===== src/hw/pcs_map.vh =====
// Constants for the program counter sequencer
`ifndef PCS_MAP_VH
`define PCS_MAP_VH
`define PCS_PC_W        12
`define PCS_PHASE_LAST  2'h3
`define PCS_WAIT_LONG   11'h0400
`define PCS_WAIT_SHORT  11'h0002
`define PCS_DADDR_PCL   8'h06
`define PCS_VEC_RESET   12'h000
`define PCS_VEC_EXT     12'h004
`define PCS_VEC_TMR0    12'h008
`define PCS_VEC_TMR1    12'h00C
`define PCS_VEC_TMR2    12'h010
`define PCS_VEC_ADC     12'h014
`define PCS_VEC_TOUCH   12'h018
`define PCS_STACK_DEPTH 4
// AXI register byte addresses
`define PCS_A_PCL       12'h018 // Four times data address 06H
`define PCS_A_CTRL      12'h010
`define PCS_A_STATUS    12'h014
`define PCS_A_SP        12'h01C
// Control register bits
`define PCS_CTRL_XTAL   0
`define PCS_CTRL_SHORT  1
`define PCS_CTRL_HALT   2
// AXI responses
`define PCS_RESP_OKAY   2'h0
`define PCS_RESP_SLVERR 2'h2
`endif


===== src/hw/pcs_stack.v =====
// Four-level return address stack that drops the oldest entry on overflow
`timescale 1ns/1ps
module pcs_stack #(
  parameter DEPTH = 4,
  parameter W     = 12
) (
  // Clock and reset
  input  wire         clk,
  input  wire         rst_n,
  // Control
  input  wire         push,
  input  wire         pop,
  input  wire [W-1:0] push_data,
  // State
  output wire [W-1:0] top,
  output reg  [2:0]   count_reg
);
  reg [W-1:0] mem [0:DEPTH-1];
  integer i;

  // Shift register stack: entry 0 is the top
  always @(posedge clk or negedge rst_n) begin
    if (!rst_n) begin
      count_reg <= 3'h0;
      for (i = 0; i < DEPTH; i = i + 1) begin
        mem[i] <= {W{1'b0}};
      end
    end else if (push) begin
      for (i = DEPTH - 1; i > 0; i = i - 1) begin
        mem[i] <= mem[i-1];
      end
      mem[0] <= push_data;
      if (count_reg != DEPTH) begin
        count_reg <= count_reg + 3'h1;
      end
    end else if (pop) begin
      for (i = 0; i < DEPTH - 1; i = i + 1) begin
        mem[i] <= mem[i+1];
      end
      if (count_reg != 3'h0) begin
        count_reg <= count_reg - 3'h1;
      end
    end
  end

  assign top = mem[0];
endmodule


===== src/hw/pcs_top.v =====
// Program counter sequencer with four-phase timing, stack, vectors and AXI4-Lite registers
//
// Our own choice: register access over AXI4-Lite.
`timescale 1ns/1ps
`include "pcs_map.vh"
module pcs_top (
  // Clock and reset
  input  wire        REF_CLK,
  input  wire        RSTN,
  // Instruction flow from decode
  input  wire [14:0] INSTR_WORD,
  input  wire        OP_JUMP,
  input  wire        OP_CALL,
  input  wire        OP_RET,
  input  wire        OP_SKIP_TRUE,
  input  wire        PCL_WR,
  input  wire [7:0]  PCL_WDATA,
  // Interrupt acknowledge, one bit per source
  input  wire [5:0]  INT_ACK,
  // Wake from halt, pin level
  input  wire        WAKE,
  // Program memory, decode timing and run status
  output reg  [11:0] PROG_ADDR,
  output reg         FETCH_STB,
  output reg         EXEC_STB,
  output reg         EXEC_DUMMY,
  output reg  [1:0]  PHASE,
  output reg  [7:0]  PCL_RDATA,
  output reg         RUNNING,
  // AXI4-Lite write address
  input  wire [11:0] S_AXI_AWADDR,
  input  wire        S_AXI_AWVALID,
  output reg         S_AXI_AWREADY,
  // AXI4-Lite write data
  input  wire [31:0] S_AXI_WDATA,
  input  wire [3:0]  S_AXI_WSTRB,
  input  wire        S_AXI_WVALID,
  output reg         S_AXI_WREADY,
  // AXI4-Lite write response
  output reg  [1:0]  S_AXI_BRESP,
  output reg         S_AXI_BVALID,
  input  wire        S_AXI_BREADY,
  // AXI4-Lite read address
  input  wire [11:0] S_AXI_ARADDR,
  input  wire        S_AXI_ARVALID,
  output reg         S_AXI_ARREADY,
  // AXI4-Lite read data
  output reg  [31:0] S_AXI_RDATA,
  output reg  [1:0]  S_AXI_RRESP,
  output reg         S_AXI_RVALID,
  input  wire        S_AXI_RREADY
);
  localparam W = `PCS_PC_W;

  // Vector for the highest priority acknowledged source
  function [11:0] vec_of;
    input [5:0] ack;
    begin
      if (ack[0])      vec_of = `PCS_VEC_EXT;
      else if (ack[1]) vec_of = `PCS_VEC_TMR0;
      else if (ack[2]) vec_of = `PCS_VEC_TMR1;
      else if (ack[3]) vec_of = `PCS_VEC_TMR2;
      else if (ack[4]) vec_of = `PCS_VEC_ADC;
      else             vec_of = `PCS_VEC_TOUCH;
    end
  endfunction

  // Byte lane merge for register writes
  function [7:0] lane0;
    input [7:0] old;
    input [31:0] d;
    input [3:0] s;
    begin
      lane0 = s[0] ? d[7:0] : old;
    end
  endfunction

  reg  [1:0]   phase_reg;
  reg  [W-1:0] pc_reg;
  reg          refill_reg;
  reg          halt_reg;
  reg  [10:0]  wait_reg;
  reg  [2:0]   ctrl_reg;
  reg          wake_s1, wake_s2, wake_s3;
  reg          pc_loaded;
  reg  [W-1:0] pc_next;
  reg          push;
  reg          pop;
  reg          pcl_take;
  reg          pcl_pend_reg;
  reg  [7:0]   pcl_byte_reg;
  wire [W-1:0] stack_top;
  wire [2:0]   stack_count;
  wire         cyc_end = (phase_reg == `PCS_PHASE_LAST);
  wire         waiting = (wait_reg != 11'h000);
  wire         run     = !halt_reg && !waiting;
  wire         wake_ev = wake_s2 && wake_s3;
  wire [10:0]  wait_len = (!ctrl_reg[`PCS_CTRL_XTAL] && ctrl_reg[`PCS_CTRL_SHORT]) ?
                          `PCS_WAIT_SHORT : `PCS_WAIT_LONG;

  // AXI state
  reg          aw_have, w_have;
  reg  [11:0]  aw_addr;
  reg  [31:0]  w_data;
  reg  [3:0]   w_strb;
  wire         do_write = aw_have && w_have && !S_AXI_BVALID;
  wire         axi_pcl_wr = do_write && (aw_addr == `PCS_A_PCL) && w_strb[0];
  wire         any_pcl_wr = PCL_WR || pcl_pend_reg;
  wire [7:0]   pcl_val = PCL_WR ? PCL_WDATA : pcl_byte_reg;
  // Halt takes effect only at an instruction boundary
  wire         halt_req = run && cyc_end && ctrl_reg[`PCS_CTRL_HALT];

  pcs_stack #(
    .DEPTH (`PCS_STACK_DEPTH),
    .W     (W)
  ) u_stack (
    .clk       (REF_CLK),
    .rst_n     (RSTN),
    .push      (push),
    .pop       (pop),
    .push_data (pc_reg),
    .top       (stack_top),
    .count_reg (stack_count)
  );

  // Wake pin synchroniser, three stages
  always @(posedge REF_CLK or negedge RSTN) begin
    if (!RSTN) begin
      wake_s1 <= 1'b0;
      wake_s2 <= 1'b0;
      wake_s3 <= 1'b0;
    end else begin
      wake_s1 <= WAKE;
      wake_s2 <= wake_s1;
      wake_s3 <= wake_s2;
    end
  end

  // Next counter value, decided once per instruction cycle
  always @* begin
    pc_next   = pc_reg + 12'h001;
    pc_loaded = 1'b0;
    push      = 1'b0;
    pop       = 1'b0;
    pcl_take  = 1'b0;
    if (run && cyc_end) begin
      if (refill_reg) begin
        pc_next = pc_reg + 12'h001;
      end else if (INT_ACK != 6'h00) begin
        pc_next   = vec_of(INT_ACK);
        pc_loaded = 1'b1;
        push      = 1'b1;
      end else if (OP_CALL) begin
        pc_next   = INSTR_WORD[11:0];
        pc_loaded = 1'b1;
        push      = 1'b1;
      end else if (OP_JUMP) begin
        pc_next   = INSTR_WORD[11:0];
        pc_loaded = 1'b1;
      end else if (OP_RET) begin
        pc_next   = stack_top;
        pc_loaded = 1'b1;
        pop       = 1'b1;
      end else if (any_pcl_wr) begin
        pc_next   = {pc_reg[11:8], pcl_val};
        pc_loaded = 1'b1;
        pcl_take  = 1'b1;
      end else if (OP_SKIP_TRUE) begin
        pc_next   = pc_reg + 12'h001;
        pc_loaded = 1'b1;
      end
    end
  end

  // Phase counter, counter, refill and halt control
  always @(posedge REF_CLK or negedge RSTN) begin
    if (!RSTN) begin
      phase_reg  <= 2'h0;
      pc_reg     <= `PCS_VEC_RESET;
      refill_reg <= 1'b0;
      halt_reg   <= 1'b0;
      wait_reg   <= 11'h000;
    end else begin
      if (run) begin
        phase_reg <= phase_reg + 2'h1;
      end
      if (run && cyc_end) begin
        pc_reg     <= pc_next;
        refill_reg <= pc_loaded && !refill_reg;
      end
      if (halt_req) begin
        halt_reg <= 1'b1;
      end else if (halt_reg && wake_ev) begin
        halt_reg <= 1'b0;
        wait_reg <= wait_len;
      end else if (waiting) begin
        wait_reg <= wait_reg - 11'h001;
      end
    end
  end

  // Bus write of the low byte held until a boundary takes it
  always @(posedge REF_CLK or negedge RSTN) begin
    if (!RSTN) begin
      pcl_pend_reg <= 1'b0;
      pcl_byte_reg <= 8'h00;
    end else if (axi_pcl_wr) begin
      pcl_pend_reg <= 1'b1;
      pcl_byte_reg <= lane0(pc_reg[7:0], w_data, w_strb);
    end else if (pcl_take) begin
      pcl_pend_reg <= 1'b0;
    end
  end

  // Registered outputs towards memory and decode
  always @(posedge REF_CLK or negedge RSTN) begin
    if (!RSTN) begin
      PROG_ADDR  <= 12'h000;
      FETCH_STB  <= 1'b0;
      EXEC_STB   <= 1'b0;
      EXEC_DUMMY <= 1'b0;
      PHASE      <= 2'h0;
      PCL_RDATA  <= 8'h00;
      RUNNING    <= 1'b0;
    end else begin
      PROG_ADDR  <= pc_reg;
      FETCH_STB  <= run && (phase_reg == 2'h0);
      EXEC_STB   <= run && cyc_end && !refill_reg;
      EXEC_DUMMY <= run && cyc_end && refill_reg;
      PHASE      <= phase_reg;
      PCL_RDATA  <= pc_reg[7:0];
      RUNNING    <= run;
    end
  end

  // AXI write channel: take address and data in either order
  always @(posedge REF_CLK or negedge RSTN) begin
    if (!RSTN) begin
      aw_have       <= 1'b0;
      w_have        <= 1'b0;
      aw_addr       <= 12'h000;
      w_data        <= 32'h0000_0000;
      w_strb        <= 4'h0;
      S_AXI_AWREADY <= 1'b0;
      S_AXI_WREADY  <= 1'b0;
      S_AXI_BVALID  <= 1'b0;
      S_AXI_BRESP   <= `PCS_RESP_OKAY;
      ctrl_reg      <= 3'h0;
    end else begin
      S_AXI_AWREADY <= !aw_have && !S_AXI_AWREADY && S_AXI_AWVALID;
      S_AXI_WREADY  <= !w_have && !S_AXI_WREADY && S_AXI_WVALID;
      if (S_AXI_AWVALID && S_AXI_AWREADY) begin
        aw_have <= 1'b1;
        aw_addr <= S_AXI_AWADDR;
      end
      if (S_AXI_WVALID && S_AXI_WREADY) begin
        w_have <= 1'b1;
        w_data <= S_AXI_WDATA;
        w_strb <= S_AXI_WSTRB;
      end
      if (halt_reg) begin
        ctrl_reg[`PCS_CTRL_HALT] <= 1'b0; // Consumed; a bus write below wins
      end
      if (do_write) begin
        aw_have      <= 1'b0;
        w_have       <= 1'b0;
        S_AXI_BVALID <= 1'b1;
        S_AXI_BRESP  <= `PCS_RESP_OKAY;
        if (aw_addr == `PCS_A_CTRL) begin
          if (w_strb[0]) ctrl_reg <= w_data[2:0];
        end else if (aw_addr != `PCS_A_PCL) begin
          S_AXI_BRESP <= `PCS_RESP_SLVERR;
        end
      end else if (S_AXI_BVALID && S_AXI_BREADY) begin
        S_AXI_BVALID <= 1'b0;
      end
    end
  end

  // AXI read channel, one cycle after address
  always @(posedge REF_CLK or negedge RSTN) begin
    if (!RSTN) begin
      S_AXI_ARREADY <= 1'b0;
      S_AXI_RVALID  <= 1'b0;
      S_AXI_RDATA   <= 32'h0000_0000;
      S_AXI_RRESP   <= `PCS_RESP_OKAY;
    end else begin
      S_AXI_ARREADY <= !S_AXI_ARREADY && !S_AXI_RVALID && S_AXI_ARVALID;
      if (S_AXI_ARVALID && S_AXI_ARREADY) begin
        S_AXI_RVALID <= 1'b1;
        S_AXI_RRESP  <= `PCS_RESP_OKAY;
        case (S_AXI_ARADDR)
          `PCS_A_PCL:    S_AXI_RDATA <= {24'h00_0000, pc_reg[7:0]};
          `PCS_A_CTRL:   S_AXI_RDATA <= {29'h0000_0000, ctrl_reg};
          `PCS_A_STATUS: S_AXI_RDATA <= {16'h0000, 4'h0, pc_reg};
          `PCS_A_SP:     S_AXI_RDATA <= {19'h0_0000, waiting, halt_reg, 8'h00, stack_count};
          default: begin
            S_AXI_RDATA <= 32'h0000_0000;
            S_AXI_RRESP <= `PCS_RESP_SLVERR;
          end
        endcase
      end else if (S_AXI_RVALID && S_AXI_RREADY) begin
        S_AXI_RVALID <= 1'b0;
      end
    end
  end
endmodule


===== config.mk =====
export PLATFORM = sky130hd
export DESIGN_NAME = pcs_top
export DESIGN_NICKNAME = d
export VERILOG_FILES = /design/src/hw/pcs_stack.v /design/src/hw/pcs_top.v
export VERILOG_INCLUDE_DIRS = /design/src /design/src/hw
export SDC_FILE = /design/constraint.sdc
export NUM_CORES = 1
export LEC_CHECK = 0
export ABC_CLOCK_PERIOD_IN_PS = 7600
export BUFFER_PORTS_ARGS = -buffer_cell sky130_fd_sc_hd__buf_2
export CAP_MARGIN = 20
export CORE_MARGIN = 2
export CORE_UTILIZATION = 59
export CTS_CLUSTER_SIZE = 40
export DETAILED_ROUTE_END_ITERATION = 16
export GPL_ROUTABILITY_DRIVEN = 0
export GPL_TIMING_DRIVEN = 0
export PLACE_DENSITY_LB_ADDON = 0.08
export SLEW_MARGIN = 20
export SYNTH_ARGS = -nofsm -noshare
export SYNTH_HDL_FRONTEND = slang
export SYNTH_HIERARCHICAL = 1
export SYNTH_SLANG_ARGS = --single-unit

===== constraint.sdc =====
create_clock -name REF_CLK -period 7.6 [get_ports REF_CLK]
set_clock_uncertainty 0.15 [all_clocks]
set_input_delay 0.38 -clock REF_CLK [delete_from_list [all_inputs] [get_ports REF_CLK]]
set_output_delay 0.38 -clock REF_CLK [all_outputs]
set_load 0.02 [all_outputs]

; After elaboration in Yosys (flattened, before gate mapping)
; Cells that the tools add are included.
[totals]
register_bits = 183
output_inout_bits = 67
[classes]
addsub = 5
n_eq_ne = 11
mux = 67
bitwise = 1
reduce_logical = 55
[ops]
columns = operator, n
row1 = $eq A12 B5 Y1 const B, 6
row2 = $mux W12, 6
row3 = $mux W36, 2
row4 = $pmux W13 S4, 1
row5 = $mux W1, 38
row6 = $mux W11, 3
row7 = $logic_and A1 B1 Y1, 25
row8 = $mux W3, 7
row9 = $reduce_bool A2 Y1, 9
row10 = $mux W8, 2
row11 = $mux W5, 3
row12 = $add A12 B1 Y12 const B, 1
row13 = $ne A12 B5 Y1 const B, 1
row14 = $logic_not A1 Y1, 11
row15 = $reduce_bool A11 Y1, 1
row16 = $sub A11 B1 Y11 const B, 1
row17 = $mux W4, 2
row18 = $mux W2, 3
row19 = $ne A6 B5 Y1 const B, 1
row20 = $reduce_and A3 Y1, 2
row21 = $reduce_bool A6 Y1, 1
row22 = $reduce_and A2 Y1, 2
row23 = $reduce_or A4 Y1, 1
row24 = $add A3 B1 Y3 const B, 1
row25 = other kinds (9), 9

; Depth between registers and ports, before layout
[depth]
word_depth = 10
depth_mapped = 14

; By module
; The synthesis kept the hierarchy.
[by_module_without_submodules]
columns = mod, n_inst, cells_per_inst, area_per_inst_um2, seq_area_each_um2
row1 = pcs_top, 1, 526, 5307.6, 2577.5
row2 = pcs_stack, 1, 217, 2388.5, 1276.2

; Worst setup path before layout
; No wires, ideal clock.
[synth_path]
kind = flip-flop to flip-flop
start = reg wait_reg[0]
end = reg u_stack.count_reg[2]
setup_time_ps = 73
arrival_ps = 3133
required_ps = 7377
setup_slack_ps = 4244
path_stages_with_launch = 15
cell_sequence = dfrtp_1 -> inv_1 -> ha_1 -> nor4bb_1 -> nand4_1 -> nor2_1 -> o21a_1 -> buf_4 -> buf_2 -> buf_2 -> inv_1 -> fa_1 -> or3b_1 -> o21ai_1 -> a21boi_2
[synth_via]
elab_chain_cells = 7
[synth_lines]
columns = item, line
row1 = from (decl), pcs_top.v:82  ; reg [10:0] wait_reg;
row2 = from (signal assigned), pcs_top.v:195  ; wait_reg <= wait_len;
row3 = from (signal assigned), pcs_top.v:197  ; wait_reg <= wait_reg - 11'h001;
row4 = $reduce_bool A11 Y1 (*), pcs_top.v:95  ; wire waiting = (wait_reg != 11'h000);
row5 = $logic_not A1 Y1 (*), pcs_top.v:96  ; wire run = !halt_reg && !waiting;
row6 = $logic_and A1 B1 Y1 (*), pcs_top.v:96
row7 = $logic_and A1 B1 Y1 (*), pcs_top.v:146  ; if (run && cyc_end) begin
row8 = $mux W1 (*), pcs_top.v:146
row9 = via push, pcs_top.v:87  ; reg push;
row10 = $ne A2 B1 Y1 (no source line) or $reduce_bool A2 Y1 (tied branches), -
row11 = $reduce_and A3 Y1 (no source line), -
row12 = to (signal assigned), pcs_stack.v:34  ; count_reg <= count_reg + 3'h1;
row13 = to (signal assigned), pcs_stack.v:41  ; count_reg <= count_reg - 3'h1;
row14 = to (decl), pcs_stack.v:16  ; output reg [2:0] count_reg
; Mark *: on every way through the listed nets, which the timed path passes. The rest lies on a longest branch.
; A chain may end at the register's enable or synchronous reset.

; Worst setup path in the final report
; Same ends and word-level chain as after synthesis.

==> results.toml <==
[detailed_routing]
dr_total_vias = 6407
drt_wl_total_um = 19800
detailedRoute.firstPassIterationCount = 6
detail_route.vias_per_cell = 5.89
final_antenna_net_count = 0
drc = 0
detail_route.wl_per_cell_um = 18.2
detail_route.iter0.violations = 771

[clock_network]
cts_hold_repair.buffers = 4
path_clk_slew_ns = 0.06
ctsHtreeMaxLevel = 4
clockRootBuffer = "clkbuf_16"
cts_max_path_buffers = 2
insertion_delay_ns = 0.42
cts_num_sinks = 154
numCtsBuffers = 17
clock_tree_from_tritoncts = "yes"
cts_repair_resize_count = 0
cts_setup_buffers = 0

[placed_design]
numPortBuffers = 116
place_inst = 1052
dp_worst_setup_slack_ns = 3.57
place.detailed.hpwl_um = 14000

[finish]
filler_cell_count = 977
final_common_cell = "dfrtp_1"
drive_above_1_share = 0.276
largest_register_ff_count = 36
syn_to_final_growth_pct = 19.9
design.final.nets = 1011
layout_common_cells = "dfrtp_1, buf_2, nand2_1, o21ai_0, mux2i_1"
largestRegisters = "u_stack/mem: 36 flops, S_AXI_RDATA: 13 flops"
registers.top_by_ff_count = "u_stack/mem"
final_util = 0.728
layout.cells.non_filler = 1088
antenna_diode_instance_count = 0

[logic_synthesis]
portion_of_the_post_synthesis_area_used_by_sequential_elements = 0.501
synth_edf_count = 0
synth_area_um2 = 7700
synth.lib_cells_used.distinct = 77
syn_avg_cell_area_um2 = 10.4
synth-async-reset-ratio = 1.00
synth_warn = 6
synth.ff_latch_count = 154
synth-main-ff-cell = "dfrtp_1"
synthesized_instance_count = 743

[critical_path]
crit_required_ns = 7.81
critical_path.startpoint_type = "flop"
cp-end-kind = "flop"
timing.critical_path.arrival_ns = 4.31
reg2reg_setup_slack_ns = 3.50
critical_path.reg2reg.startpoint = "wait_reg[0]"
worst-setup-path-type = "reg -> reg"
critical_path_peak_fanout = 10
cp-startpoint = "wait_reg[0]"

[timing]
worst_slack_ns = 3.50
hold_violations = 0
max-slew-margin-rel = 0.565
report.final.setup_viol = 0
finalCritPeriodShare = 0.540
timing.final.crit_period_ns = 4.10
max_clock_freq_mhz = 244
hold_slack_ns = 0.0340
timing.setup.tns_ns = 0
grt_setup_unrepaired = "false"
slew_violations = 0
worstMarginPinSlew_ns = 0.647

[floorplanning]
placement_rows = 41
total_core_area_um2 = 12700
fp.dieArea_um2 = 14000
pin_count = 169
floorplan.initialDensity = 0.607
die_h_um = 118
dieWidth_um = 118

[global_route]
grt_first_pass_wirelength_um = 32800
maximum_number_of_pins_on_one_net_before_global_route_repair = 83
grt_antenna_before_repair = 0
grt_usage = 0.296
number_of_global_route_vias_before_repair = 6424
globalRoute.totalOverflow = 0

[run_status]
status = "completed"

[hold_path]
holdCritPathClass = "in -> reg"
holdCritStartpoint = "S_AXI_WDATA[4]"

[power_and_ir_drop]
static-leakage-power_nw = 4.24
max-vdd-ir-drop_mv = 0.244
p_per_area_nw_per_um2 = 252

[run]
maxCapViolCount = 0
==> Yosys cell counts, drive strengths merged, types with 3 or more instances <==
master | number | area (µm²)
nor2 | 32 | 136
a211oi | 4 | 30.0
xor2 | 4 | 35.0
ha | 5 | 62.6
a31oi | 8 | 50.1
and3 | 6 | 37.5
nand2b | 6 | 37.5
dfrtp | 154 | 3850
nand4 | 12 | 75.1
xnor2 | 9 | 78.8
nor4 | 9 | 62.6
a21oi | 23 | 119
o31ai | 10 | 75.1
nor2b | 5 | 31.3
clkbuf | 27 | 101
mux2i | 51 | 510
buf | 57 | 408
nand2 | 81 | 304
mux2 | 36 | 405
and2 | 5 | 31.3
nor3 | 8 | 45.0
or3 | 4 | 25.0
nand3 | 17 | 90.1
a2111oi | 4 | 35.0
a22o | 6 | 52.6
nor3b | 3 | 22.5
o22ai | 5 | 31.3
inv | 18 | 67.6
o221ai | 3 | 26.3
o21ai | 80 | 400
o211ai | 3 | 22.5
or4 | 3 | 30.0
a21o | 6 | 45.0
==> metal layers <==
layer / wire length [µm] / vias to the layer above / GRT usage / share of wire
met3: 1510 / 62 / 0.0743 / 0.076
met5: 0 / - / 0 / 0
met2: 9470 / 319 / 0.472 / 0.48
met1: 8310 / 3090 / 0.397 / 0.42
li1: - / 2936 / - / -
met4: 511 / 0 / 0.102 / 0.026
==> power breakdown <==
| part | internal [mW] | switching [mW] | leakage [nW] | total [mW] |
|---|---|---|---|---|
| clock network | 0.498 | 0.334 | 0.278 | 0.832 |
| registers | 0.943 | 0.101 | 2.00 | 1.04 |
| logic | 0.204 | 0.244 | 1.96 | 0.449 |
==> kinds of logic after synthesis <==
| group | after synthesis | synth area share |
|---|---|---|
| other cells | 1 | 0.000487 |
| xor+xnor | 13 | 0.0148 |
| flops | 154 | 0.501 |
| buf+inv | 103 | 0.0754 |
| compound gates | 175 | 0.143 |
| simple gates | 204 | 0.136 |
| fa+ha+maj | 6 | 0.0107 |
| mux | 87 | 0.119 |
==> through the flow <==
step                      total power, mW  instance area (µm²)
after CTS                            2.33                 9230
final                                2.32                 9230
after floorplan                      1.35                 7770
after global routing                 2.44                 9230
after global placement               1.47                 8570
after detailed placement             1.50                 8600
==> worst paths after layout <==
kind | end | cells after the start
max in group asynchronous | aw_addr[4] | 3
setup / recovery | u_stack/count_reg[2] | 14
hold / removal | w_data[4] | 2
setup reg to reg | u_stack/count_reg[2] | 14
min in group asynchronous | PCL_RDATA[0] | 2
hold reg to reg | wake_s2 | 0
==> final cells by class <==
type / instances / area (µm²) / share of cell area
Clock inverter: 12 / 124 / 0.0134
Tap cell: 172 / 215 / 0.0233
Sequential cell: 154 / 3850 / 0.418
Multi-Input combinational cell: 506 / 3340 / 0.362
Clock buffer: 20 / 457 / 0.0495
Buffer: 84 / 509 / 0.0552
Timing Repair Buffer: 121 / 658 / 0.0713
Inverter: 19 / 71.3 / 0.00773
==> critical path, stage by stage, from the launching register on <==
cell,delay [ns]
dfrtp_1,0.38
inv_1,0.12
ha_1,0.17
nor4bb_1,0.37
nand4_1,0.25
nor2_1,0.44
o21a_1,0.20
buf_4,0.16
buf_2,0.28
buf_2,0.29
inv_1,0.09
fa_1,0.46
or3b_1,0.39
o21ai_1,0.12
a21boi_2,0.15
No activity file was read; power rests on OpenSTA's default activity.
